## config.mk

```make
export PLATFORM = sky130hd
export DESIGN_NAME = eac_top
export DESIGN_NICKNAME = d
export VERILOG_FILES = /design/src/common/eac_pkg.sv /design/src/common/eac_wr_if.sv /design/src/hdl/eac_wtimer.sv /design/src/hdl/eac_top.sv
export SDC_FILE = /design/constraint.sdc
export NUM_CORES = 1
export LEC_CHECK = 0
export BUFFER_PORTS_ARGS = -buffer_cell sky130_fd_sc_hd__buf_2
export CAP_MARGIN = 5
export CORE_MARGIN = 3
export CORE_UTILIZATION = 58
export CTS_BUF_LIST = sky130_fd_sc_hd__clkbuf_16
export DETAILED_ROUTE_END_ITERATION = 6
export GPL_ROUTABILITY_DRIVEN = 0
export PLACE_DENSITY = 0.83
export SYNTH_ARGS = -nofsm -noshare
export SYNTH_HDL_FRONTEND = slang
export SYNTH_HIERARCHICAL = 1
export SYNTH_SLANG_ARGS = --single-unit
```

## constraint.sdc

```tcl
create_clock -name CORE_CLK -period 4.1 [get_ports CORE_CLK]
set_input_delay 1.025 -clock CORE_CLK [delete_from_list [all_inputs] [get_ports CORE_CLK]]
set_output_delay 1.025 -clock CORE_CLK [all_outputs]
set_load 0.005 [all_outputs]
```

## src/common/eac_pkg.sv

```systemverilog
// Purpose: Constants for the byte-wide data EEPROM access control block
// Assumes: 20 MHz core clock, 1 MHz write timing oscillator derived by a divider
// Notes: Function list of the block follows
// Function
// (RULE1) Control bits 7..4 always read zero
// (RULE2) Ready irq enable gated by global enable
// (RULE3) Ready irq held while write strobe zero
// (RULE4) Master enable self-clears four cycles later
// (RULE5) Strobe inside window starts byte write
// (RULE6) Strobe without master enable does nothing
// (RULE7) Software waits, loads, arms, then strobes
// (RULE8) No write while flash self-program busy
// (RULE9) Strobe held until 8448 oscillator cycles
// (RULE10) Write timed on 1 MHz oscillator
// (RULE11) Write strobe stalls processor two cycles
// (RULE12) Read strobe fetches byte into data
// (RULE13) Read strobe stalls processor four cycles
// (RULE14) Busy write blocks reads and address changes
// (RULE15) Software keeps interrupts off during writes
// (RULE16) Power-down keeps write running, oscillator on
// (RULE17) Reset does not abort running write
// (RULE18) Address ten bits, upper bits read zero
// (RULE19) Data register feeds writes, takes reads
// (RULE20) Read strobe self-clears after read
package eac_pkg;
    // I/O register selects
    localparam logic [1:0] SEL_CTRL = 2'h0;
    localparam logic [1:0] SEL_ADDR_LO = 2'h1;
    localparam logic [1:0] SEL_ADDR_HI = 2'h2;
    localparam logic [1:0] SEL_DATA = 2'h3;
    // Control register bit positions
    localparam int BIT_RD = 0;
    localparam int BIT_WR = 1;
    localparam int BIT_MWE = 2;
    localparam int BIT_RIE = 3;
    localparam int ADDR_W = 10;
    localparam int ADDR_HI_W = ADDR_W - 8;
    localparam logic [7:0] RST_BYTE = 8'h00;
    // Timing
    localparam int CLK_PERIOD_NS = 50;
    localparam int OSC_PERIOD_NS = 1000;
    localparam int OSC_DIV = OSC_PERIOD_NS / CLK_PERIOD_NS;
    localparam int WRITE_OSC_CYCLES = 8448;
    localparam logic [2:0] MWE_CYCLES = 3'h4;
    localparam logic [2:0] WR_STALL = 3'h2;
    localparam logic [2:0] RD_STALL = 3'h4;
endpackage : eac_pkg

```

## src/common/eac_wr_if.sv

```systemverilog
// Purpose: Carrier between control logic and write timer
// Assumes: Single core clock domain
// Notes: start is a one-cycle pulse, busy a level
`timescale 1ns/100ps
`default_nettype none
interface eac_wr_if;
    logic start;
    logic busy;
    logic osc_on;
    modport ctl (output start, input busy, input osc_on);
    modport tmr (input start, output busy, output osc_on);
endinterface : eac_wr_if
`default_nettype wire

```

## src/hdl/eac_wtimer.sv

```systemverilog
// Purpose: Self-timed write duration counter on a 1 MHz enable
// Assumes: pwr_rst only on power loss; system reset never reaches here
// Notes: Oscillator enable stays up after a write until wake-up
`timescale 1ns/100ps
`default_nettype none
module eac_wtimer #(
    parameter int WRITE_CYCLES = eac_pkg::WRITE_OSC_CYCLES
) (
    input wire logic clk,
    input wire logic pwr_rst,
    input wire logic sleep_pd,
    eac_wr_if.tmr wr
);
    localparam int DIV_W = $clog2(eac_pkg::OSC_DIV);
    localparam logic [DIV_W-1:0] DIV_LAST = DIV_W'(eac_pkg::OSC_DIV - 1);
    localparam logic [13:0] CNT_LAST = 14'(WRITE_CYCLES - 1);
    logic [DIV_W-1:0] div_r;
    logic [13:0] cnt_r;
    logic busy_r;
    logic keep_r;
    wire tick = busy_r && (div_r == DIV_LAST);
    wire done = tick && (cnt_r == CNT_LAST);

    // Divider only runs during a write, so the 1 MHz phase starts at the strobe
    always_ff @(posedge clk or posedge pwr_rst)
    begin
        if (pwr_rst)
            div_r <= '0;
        else if (!busy_r || tick)
            div_r <= '0; // RULE10
        else
            div_r <= div_r + 1'b1;
    end

    // Oscillator cycle count; deliberately immune to system reset
    always_ff @(posedge clk or posedge pwr_rst)
    begin
        if (pwr_rst)
        begin
            busy_r <= 1'b0;
            cnt_r <= '0;
        end
        else if (wr.start && !busy_r)
        begin
            busy_r <= 1'b1; // RULE17
            cnt_r <= '0;
        end
        else if (done)
            busy_r <= 1'b0; // RULE9
        else if (tick)
            cnt_r <= cnt_r + 1'b1;
    end

    // Oscillator left running after a write until the device wakes
    always_ff @(posedge clk or posedge pwr_rst)
    begin
        if (pwr_rst)
            keep_r <= 1'b0;
        else if (wr.start)
            keep_r <= 1'b1; // RULE16
        else if (!busy_r && !sleep_pd)
            keep_r <= 1'b0;
    end

    assign wr.busy = busy_r;
    assign wr.osc_on = busy_r || keep_r;

    chk_tick_spacing: assert property (@(posedge clk) disable iff (pwr_rst)
        tick |-> $past(div_r) == DIV_W'(eac_pkg::OSC_DIV - 2)) else $error("Tick not one in twenty"); // RULE10
    chk_write_end: assert property (@(posedge clk) disable iff (pwr_rst)
        $fell(busy_r) |-> $past(cnt_r) == CNT_LAST) else $error("Write ended early or late"); // RULE9
    chk_sleep_run: assert property (@(posedge clk) disable iff (pwr_rst)
        ($fell(busy_r) && sleep_pd) |=> wr.osc_on) else $error("Oscillator off after write"); // RULE16
endmodule : eac_wtimer
`default_nettype wire

```

## src/hdl/eac_top.sv

```systemverilog
// Purpose: EEPROM control, address and data registers with strobes and stalls
// Assumes: I/O port and memory array on CORE_CLK; array answers one cycle after MEM_RD
// Notes: POWER_RST clears the write timer only, SYS_RST the software registers
`timescale 1ns/100ps
`default_nettype none
module eac_top #(
    parameter int WRITE_OSC_CYCLES = eac_pkg::WRITE_OSC_CYCLES
) (
    input wire logic CORE_CLK,
    input wire logic SYS_RST,
    input wire logic POWER_RST,
    input wire logic [1:0] IO_SEL,
    input wire logic IO_WR,
    input wire logic [7:0] IO_WDATA,
    output logic [7:0] IO_RDATA,
    input wire logic GLOBAL_IE,
    input wire logic SELF_PROGRAM_BUSY,
    input wire logic SLEEP_PD,
    output logic CPU_STALL,
    output logic READY_IRQ,
    output logic OSC_RUN,
    output logic [9:0] MEM_ADDR,
    output logic [7:0] MEM_WDATA,
    output logic MEM_WR,
    output logic MEM_RD,
    input wire logic [7:0] MEM_RDATA
);
    logic rie_r;
    logic mwe_r;
    logic [2:0] mwe_cnt_r;
    logic [2:0] mwe_cnt_nxt;
    logic [9:0] addr_r;
    logic [7:0] data_r;
    logic rd_r;
    logic rd_cap_r;
    logic wr_go_r;
    logic [2:0] stall_r;
    eac_wr_if wr ();

    // Write decode
    wire ctrl_wr = IO_WR && (IO_SEL == eac_pkg::SEL_CTRL);
    wire busy = wr.busy;
    wire set_mwe = ctrl_wr && IO_WDATA[eac_pkg::BIT_MWE];
    wire wr_req = ctrl_wr && IO_WDATA[eac_pkg::BIT_WR];
    // A strobe without an armed master enable, or during flash programming, is dropped
    wire wr_take = wr_req && mwe_r && !busy && !SELF_PROGRAM_BUSY; // RULE5 RULE6 RULE8
    wire rd_take = ctrl_wr && IO_WDATA[eac_pkg::BIT_RD] && !busy; // RULE14
    wire addr_lo_wr = IO_WR && (IO_SEL == eac_pkg::SEL_ADDR_LO) && !busy; // RULE14
    wire addr_hi_wr = IO_WR && (IO_SEL == eac_pkg::SEL_ADDR_HI) && !busy; // RULE14
    wire data_wr = IO_WR && (IO_SEL == eac_pkg::SEL_DATA);

    // Control readback; upper nibble is hard zero
    wire [7:0] ctrl_rd = {4'h0, rie_r, mwe_r, busy, rd_r}; // RULE1
    wire [7:0] addr_hi_rd = {6'h00, addr_r[9:8]}; // RULE18

    assign IO_RDATA = (IO_SEL == eac_pkg::SEL_CTRL) ? ctrl_rd :
                      (IO_SEL == eac_pkg::SEL_ADDR_LO) ? addr_r[7:0] :
                      (IO_SEL == eac_pkg::SEL_ADDR_HI) ? addr_hi_rd : data_r;

    // Ready interrupt stays asserted while no write runs
    assign READY_IRQ = rie_r && GLOBAL_IE && !busy; // RULE2 RULE3
    assign CPU_STALL = (stall_r != 3'h0);
    assign OSC_RUN = wr.osc_on;
    assign MEM_ADDR = addr_r;
    assign MEM_WDATA = data_r;
    assign MEM_WR = wr_go_r;
    assign MEM_RD = rd_r;
    assign wr.start = wr_take;

    // Master enable window counter
    assign mwe_cnt_nxt = set_mwe ? eac_pkg::MWE_CYCLES - 3'h1 :
                         (mwe_cnt_r != 3'h0) ? mwe_cnt_r - 3'h1 : 3'h0;

    always_ff @(posedge CORE_CLK or posedge SYS_RST)
    begin
        if (SYS_RST)
        begin
            mwe_r <= 1'b0;
            mwe_cnt_r <= 3'h0;
        end
        else
        begin
            mwe_cnt_r <= mwe_cnt_nxt;
            mwe_r <= set_mwe || (mwe_cnt_r != 3'h0); // RULE4
        end
    end

    // Interrupt enable bit
    always_ff @(posedge CORE_CLK or posedge SYS_RST)
    begin
        if (SYS_RST)
            rie_r <= 1'b0;
        else if (ctrl_wr)
            rie_r <= IO_WDATA[eac_pkg::BIT_RIE]; // RULE2
    end

    // Address register, frozen while a write runs
    always_ff @(posedge CORE_CLK or posedge SYS_RST)
    begin
        if (SYS_RST)
            addr_r <= 10'h000;
        else if (addr_lo_wr)
            addr_r[7:0] <= IO_WDATA;
        else if (addr_hi_wr)
            addr_r[9:8] <= IO_WDATA[eac_pkg::ADDR_HI_W-1:0]; // RULE18
    end

    // Data register: software load, or array byte after a read
    always_ff @(posedge CORE_CLK or posedge SYS_RST)
    begin
        if (SYS_RST)
            data_r <= eac_pkg::RST_BYTE;
        else if (rd_cap_r)
            data_r <= MEM_RDATA; // RULE12 RULE19
        else if (data_wr)
            data_r <= IO_WDATA; // RULE19
    end

    // Read strobe and capture, both self-clearing
    always_ff @(posedge CORE_CLK or posedge SYS_RST)
    begin
        if (SYS_RST)
        begin
            rd_r <= 1'b0;
            rd_cap_r <= 1'b0;
            wr_go_r <= 1'b0;
        end
        else
        begin
            rd_r <= rd_take; // RULE12
            rd_cap_r <= rd_r; // RULE20
            wr_go_r <= wr_take; // RULE5
        end
    end

    // Stall counter; the capture lands inside the read stall
    always_ff @(posedge CORE_CLK or posedge SYS_RST)
    begin
        if (SYS_RST)
            stall_r <= 3'h0;
        else if (rd_take)
            stall_r <= eac_pkg::RD_STALL; // RULE13
        else if (wr_take)
            stall_r <= eac_pkg::WR_STALL; // RULE11
        else if (stall_r != 3'h0)
            stall_r <= stall_r - 3'h1;
    end

    eac_wtimer #(
        .WRITE_CYCLES(WRITE_OSC_CYCLES)
    ) u_wtimer (
        .clk(CORE_CLK),
        .pwr_rst(POWER_RST),
        .sleep_pd(SLEEP_PD),
        .wr(wr.tmr)
    );

    // The bit still reads one in the cycle after the fourth edge's sample, so look one edge later
    chk_mwe_timeout: assert property (@(posedge CORE_CLK) disable iff (SYS_RST)
        (set_mwe ##1 !set_mwe [*4]) |=> !mwe_r) else $error("Master enable not cleared"); // RULE4
    chk_mwe_hold: assert property (@(posedge CORE_CLK) disable iff (SYS_RST)
        set_mwe |=> mwe_r [*4]) else $error("Master enable dropped early"); // RULE4
    chk_no_arm_write: assert property (@(posedge CORE_CLK) disable iff (SYS_RST)
        (wr_req && !mwe_r) |-> !wr.start) else $error("Write started unarmed"); // RULE6
    chk_write_start: assert property (@(posedge CORE_CLK) disable iff (SYS_RST || POWER_RST)
        (wr_req && mwe_r && !busy && !SELF_PROGRAM_BUSY) |=> busy && MEM_WR) else $error("Write not started"); // RULE5
    // A read strobe in the same write takes the longer stall
    chk_write_stall: assert property (@(posedge CORE_CLK) disable iff (SYS_RST)
        (wr_take && !rd_take) |=> CPU_STALL [*2] ##1 !CPU_STALL)
        else $error("Write stall not two cycles"); // RULE11
    chk_read_stall: assert property (@(posedge CORE_CLK) disable iff (SYS_RST)
        rd_take |=> CPU_STALL [*4] ##1 !CPU_STALL) else $error("Read stall not four cycles"); // RULE13
    chk_read_data: assert property (@(posedge CORE_CLK) disable iff (SYS_RST)
        rd_take |=> MEM_RD ##1 !rd_r ##1 data_r == $past(MEM_RDATA)) else $error("Read byte not captured"); // RULE12
    chk_busy_block: assert property (@(posedge CORE_CLK) disable iff (SYS_RST)
        busy |-> !MEM_RD ##0 ($stable(addr_r) || !busy)) else $error("Access during write"); // RULE14
    chk_ctrl_upper: assert property (@(posedge CORE_CLK) disable iff (SYS_RST)
        (IO_SEL == eac_pkg::SEL_CTRL) |-> IO_RDATA[7:4] == 4'h0) else $error("Reserved bits not zero"); // RULE1
    chk_ready_irq: assert property (@(posedge CORE_CLK) disable iff (SYS_RST)
        (rie_r && GLOBAL_IE) |-> (READY_IRQ == !ctrl_rd[eac_pkg::BIT_WR])) else $error("Ready irq mismatch"); // RULE3
    chk_addr_hi: assert property (@(posedge CORE_CLK) disable iff (SYS_RST)
        (IO_SEL == eac_pkg::SEL_ADDR_HI) |-> IO_RDATA[7:2] == 6'h00) else $error("Address upper bits set"); // RULE18
    // A normal finish leaves the oscillator on for a cycle; a reset-killed write would drop both
    chk_reset_write: assert property (@(posedge CORE_CLK) disable iff (POWER_RST)
        (SYS_RST && busy) |=> busy || OSC_RUN) else $error("Reset aborted write"); // RULE17
endmodule : eac_top
`default_nettype wire

```

### After elaboration in Yosys (flattened, before gate mapping)

Index checks and enable logic that the tools add are counted.

* register bits after elaboration: 50
* output and inout port bits: 31
* logic and storage cells: 78

* eq/ne operators: 6
* add/subtract/negate cells: 4
* bitwise gates (word level): 1
* reduce and logical (&&, ||, !) cells: 35
* muxes and demuxes: 18

Operators with widths (number)
* $mux 14: 3
* $mux 8: 5
* $logic_and 1x1->1: 19
* $mux 3: 5
* $add 14x1->14 const B: 1
* $eq 14x14->1 const B: 1
* $reduce_bool 3->1: 3
* $reduce_bool 2->1: 4
* $sub 3x1->3 const B: 2
* $add 5x1->5 const B: 1
* $eq 5x5->1 const B: 1
* $mux 5: 1
* $eq 2x2->1 const B: 2
* $mux 1: 4
* $reduce_and 2->1: 2
* $logic_not 1->1: 3
* $logic_or 1x1->1: 3
* $eq 2x1->1 const B: 1
* $logic_not 2->1: 1
* $ne 2x2->1 const B: 1
* $not 1->1: 1

### Logic depth before layout (Yosys ltp)

* depth in word-level cells: 9
* mapped depth: 7
* depth with buffers taken out: 6

### Hierarchy

The synthesis kept the hierarchy.

By module, submodules not included
* eac_top: cells an instance 129, sequential area each 725.7 sq um, times used 1, area each 1457.6 sq um
* eac_wtimer: cells an instance 112, sequential area each 525.5 sq um, times used 1, area each 1146.1 sq um

### Worst setup path after synthesis

OpenSTA, ideal clock, no wires.

* path type: input to output
* start point: input port IO_SEL[0]
* end point: output port IO_RDATA[0]
* stages: 2
* required time: 3075 ps
* setup slack: 1443 ps
* arrival time: 1632 ps
* path through: buf_6 -> mux4_2

* word-level cells in the longest chain between the ends: 4

RTL lines
* start: declaration: line eac_top.sv:12 `input wire logic [1:0] IO_SEL,`
* $eq 2x2->1: line eac_top.sv:58 `(IO_SEL == eac_pkg::SEL_ADDR_HI) ? addr_hi_rd : data_r;`
* $mux 8: line eac_top.sv:58
* $mux 8: line eac_top.sv:57 `(IO_SEL == eac_pkg::SEL_ADDR_LO) ? addr_r[7:0] :`
* $mux 8 (*): line eac_top.sv:56 `assign IO_RDATA = (IO_SEL == eac_pkg::SEL_CTRL) ? ctrl_rd :`
* end: declaration: line eac_top.sv:15 `output logic [7:0] IO_RDATA,`

Mark *: on every way between the ends. The rest lies on a longest branch, timed or not.

### Final worst setup path

Ends and elaborated chain as after synthesis.

==> impl_metrics.toml <==
[final_layout]
finalNetCount = 325
fill_cells = 278
layout_commonest_cell = "buf_2"
drive_gt1_frac = 0.2929
layout_common_cells = "55 x buf_2, 50 x dfrtp_1, 28 x nand2_1"
n_antenna_cell = 0
area_growth_pct = 18.64

[placement]
dp_hpwl_mm = 3.831
numPortBuffers = 55

[cts]
hold_buffers = 0
clockBufferDepth = 2
post-cts-setup-buffer-count = 0
h-tree-depth = 2
clk_latency_ns = 0.29
cts_resized = 0
cts.sinks = 50
cts-root-buf = "clkbuf_16"
cts_tree = "built"
path_clk_slew_ns = 0.06
cts_made_buffers = 5

[die]
die_h_um = 73
fp.dieArea_um2 = 5329
core-area_um2 = 4173
num_io_pins = 56
rows = 23
start_util = 0.6240
die_x_um = 73

[global_route]
grt_max_degree = 30
grt_pass1_wl_mm = 8.707
overflow = 0
first_global_vias = 1885
antenna_found_initial = 0
groute.usage.overall = 0.2132

[synthesis]
ys_ff_latch = 50
async_flop_share = 1.000
synth_area_um2 = 2604
synthFlopType = "dfrtp_1"
seq_area_frac_synth = 0.4805
syn-num-nets = 270
synth.avg_cell_area_um2 = 10.80
netlist_instances = 241
ys_warn_count = 6
synth-edff-count = 0
synth_cell_types = 43

[pwr]
power.switching_uw = 392.8
p_int_uw = 1081
total_power_uw = 1473
swShare = 0.2666
vdd_drop_max_mv = 0.3594
leakagePower_uw = 0.001463
clkPwrFrac = 0.352
combPwrFrac = 0.202
seqPwrFrac = 0.446
cellPowerDensity_nw_per_um2 = 476.9

[drt]
via_per_inst = 5.738
initialDrtViolationCount = 153
drcViolationCount = 0
wirelength_mm = 5.417
ant_nets = 0
wl_per_cell_um = 15.61
via_count = 1991
first_pass_iters = 4

[sta]
fin_crit_ns = 3.022
slew_headroom = 0.2836
final_max_slew_viol_count = 0
setup_tns_ns = 0
fin_worst_skew_ns = 0.005445
rsz0062_at_grt = "false"
post-route-period-util = 0.7371
hold_viol = 0
tightest_slew_ns = 1.073
setup_viol = 0
max_freq_ghz = 0.3309

[status]
status = "complete, no violations"

[critical_path]
worstPathArrival_ns = 2.00
crit_fanout = 17
worstRegToRegCells = 5
worstSetupEndpointType = "output port"
cp.required_ns = 3.07
crit_path_start_kind = "input pin"
critPathKind = "in -> out"

[worst_hold_path]
hold_class = "reg -> reg"
holdPathStages = 0

[run]
maxCapViolCount = 0
==> flip-flops by register name, indices dropped and copies added (netlist names) <==
register          flops
rd_cap_r              1
rie_r                 1
MEM_WR                1
MEM_WDATA             8
stall_r               3
mwe_r                 1
u_wtimer/cnt_r       14
MEM_ADDR             10
MEM_RD                1
u_wtimer/keep_r       1
u_wtimer/div_r        5
u_wtimer/wr.busy      1
mwe_cnt_r             3
==> synthesized netlist by cell type (3+ instances only) <==
cell type	count	area [um^2]
nor2b_1	14	87.58
and2_1	3	18.77
o21ai_0	7	35.03
mux2i_1	16	160.2
nand2b_1	3	18.77
nor2_1	11	41.29
a21oi_1	20	100.1
inv_1	10	37.54
nand2_1	28	105.1
mux2_2	11	123.9
nand3_1	11	55.05
ha_1	4	50.05
dfrtp_1	50	1251
and3_1	5	31.28
nand4_1	4	25.02
buf_2	3	15.01
==> critical path, stage by stage <==
cell and delay [ns]:
buf_2 0.30, mux4_2 0.54, buf_2 0.14
==> power groups by stage <==
stage	combinational, uW	sequential [uW]	clock [uW]
detailed placement	300	664	0
CTS	302	656	530
global route	339	670	546
finish	297	658	519
global placement	290	661	0
floorplan	200	647	0
==> layout make-up <==
class | count | area (um^2) | area share
clock inverters | 3 | 63.81 | 0.02066
repair buffers | 55 | 275.3 | 0.08910
inverters | 10 | 37.54 | 0.01215
multi-input cells | 174 | 1274 | 0.4123
flip-flops and latches | 50 | 1251 | 0.4050
well taps | 50 | 62.56 | 0.02025
clock buffers | 5 | 125.1 | 0.04050
==> path summary, 6_finish.rpt <==
| check | from | endpoint | slack (ns) |
|---|---|---|---|
| max in group asynchronous | SYS_RST | rie_r | 2.46 |
| min reg2reg | MEM_RD | rd_cap_r | 0.46 |
| min | MEM_RD | rd_cap_r | 0.46 |
| max | IO_SEL[0] | IO_RDATA[0] | 1.08 |
| max reg2reg | u_wtimer/wr.busy | u_wtimer/cnt_r[4] | 1.92 |
| min in group asynchronous | POWER_RST | u_wtimer/div_r[0] | 0.87 |
==> metrics by stage <==
step                cells  hold slack (ns)  worst slack [ns]  instance area, um^2  utilization
finish                347           0.4575             1.078                 3089       0.7403
global route          347           0.4747             1.027                 3089       0.7403
CTS                   347           0.4532             1.072                 3089       0.7403
detailed placement    339           0.4358             1.073                 2900       0.6951
global placement      339           0.4381             1.088                 2900       0.6951
floorplan             241           0.3916             1.443                 2604            -
==> metal layers <==
layer	global-route usage	vias up	share of wire
met3	0.05372	5	0.051
met2	0.3575	52	0.50
met5	0	-	0
li1	-	962	-
met1	0.2624	972	0.44
met4	0.08402	0	0.0094
==> cell families after synthesis <==
| family | synth area share |
|---|---|
| and+or+nand+nor | 0.2508 |
| DFF | 0.4805 |
| AOI/OAI and AO/OA | 0.08265 |
| muxes | 0.1264 |
| buffers and inverters | 0.03028 |
| adders and majority gates | 0.01922 |
| xor gates and xnor gates | 0.01009 |
Note: power is estimated with default switching activity, not from simulation.
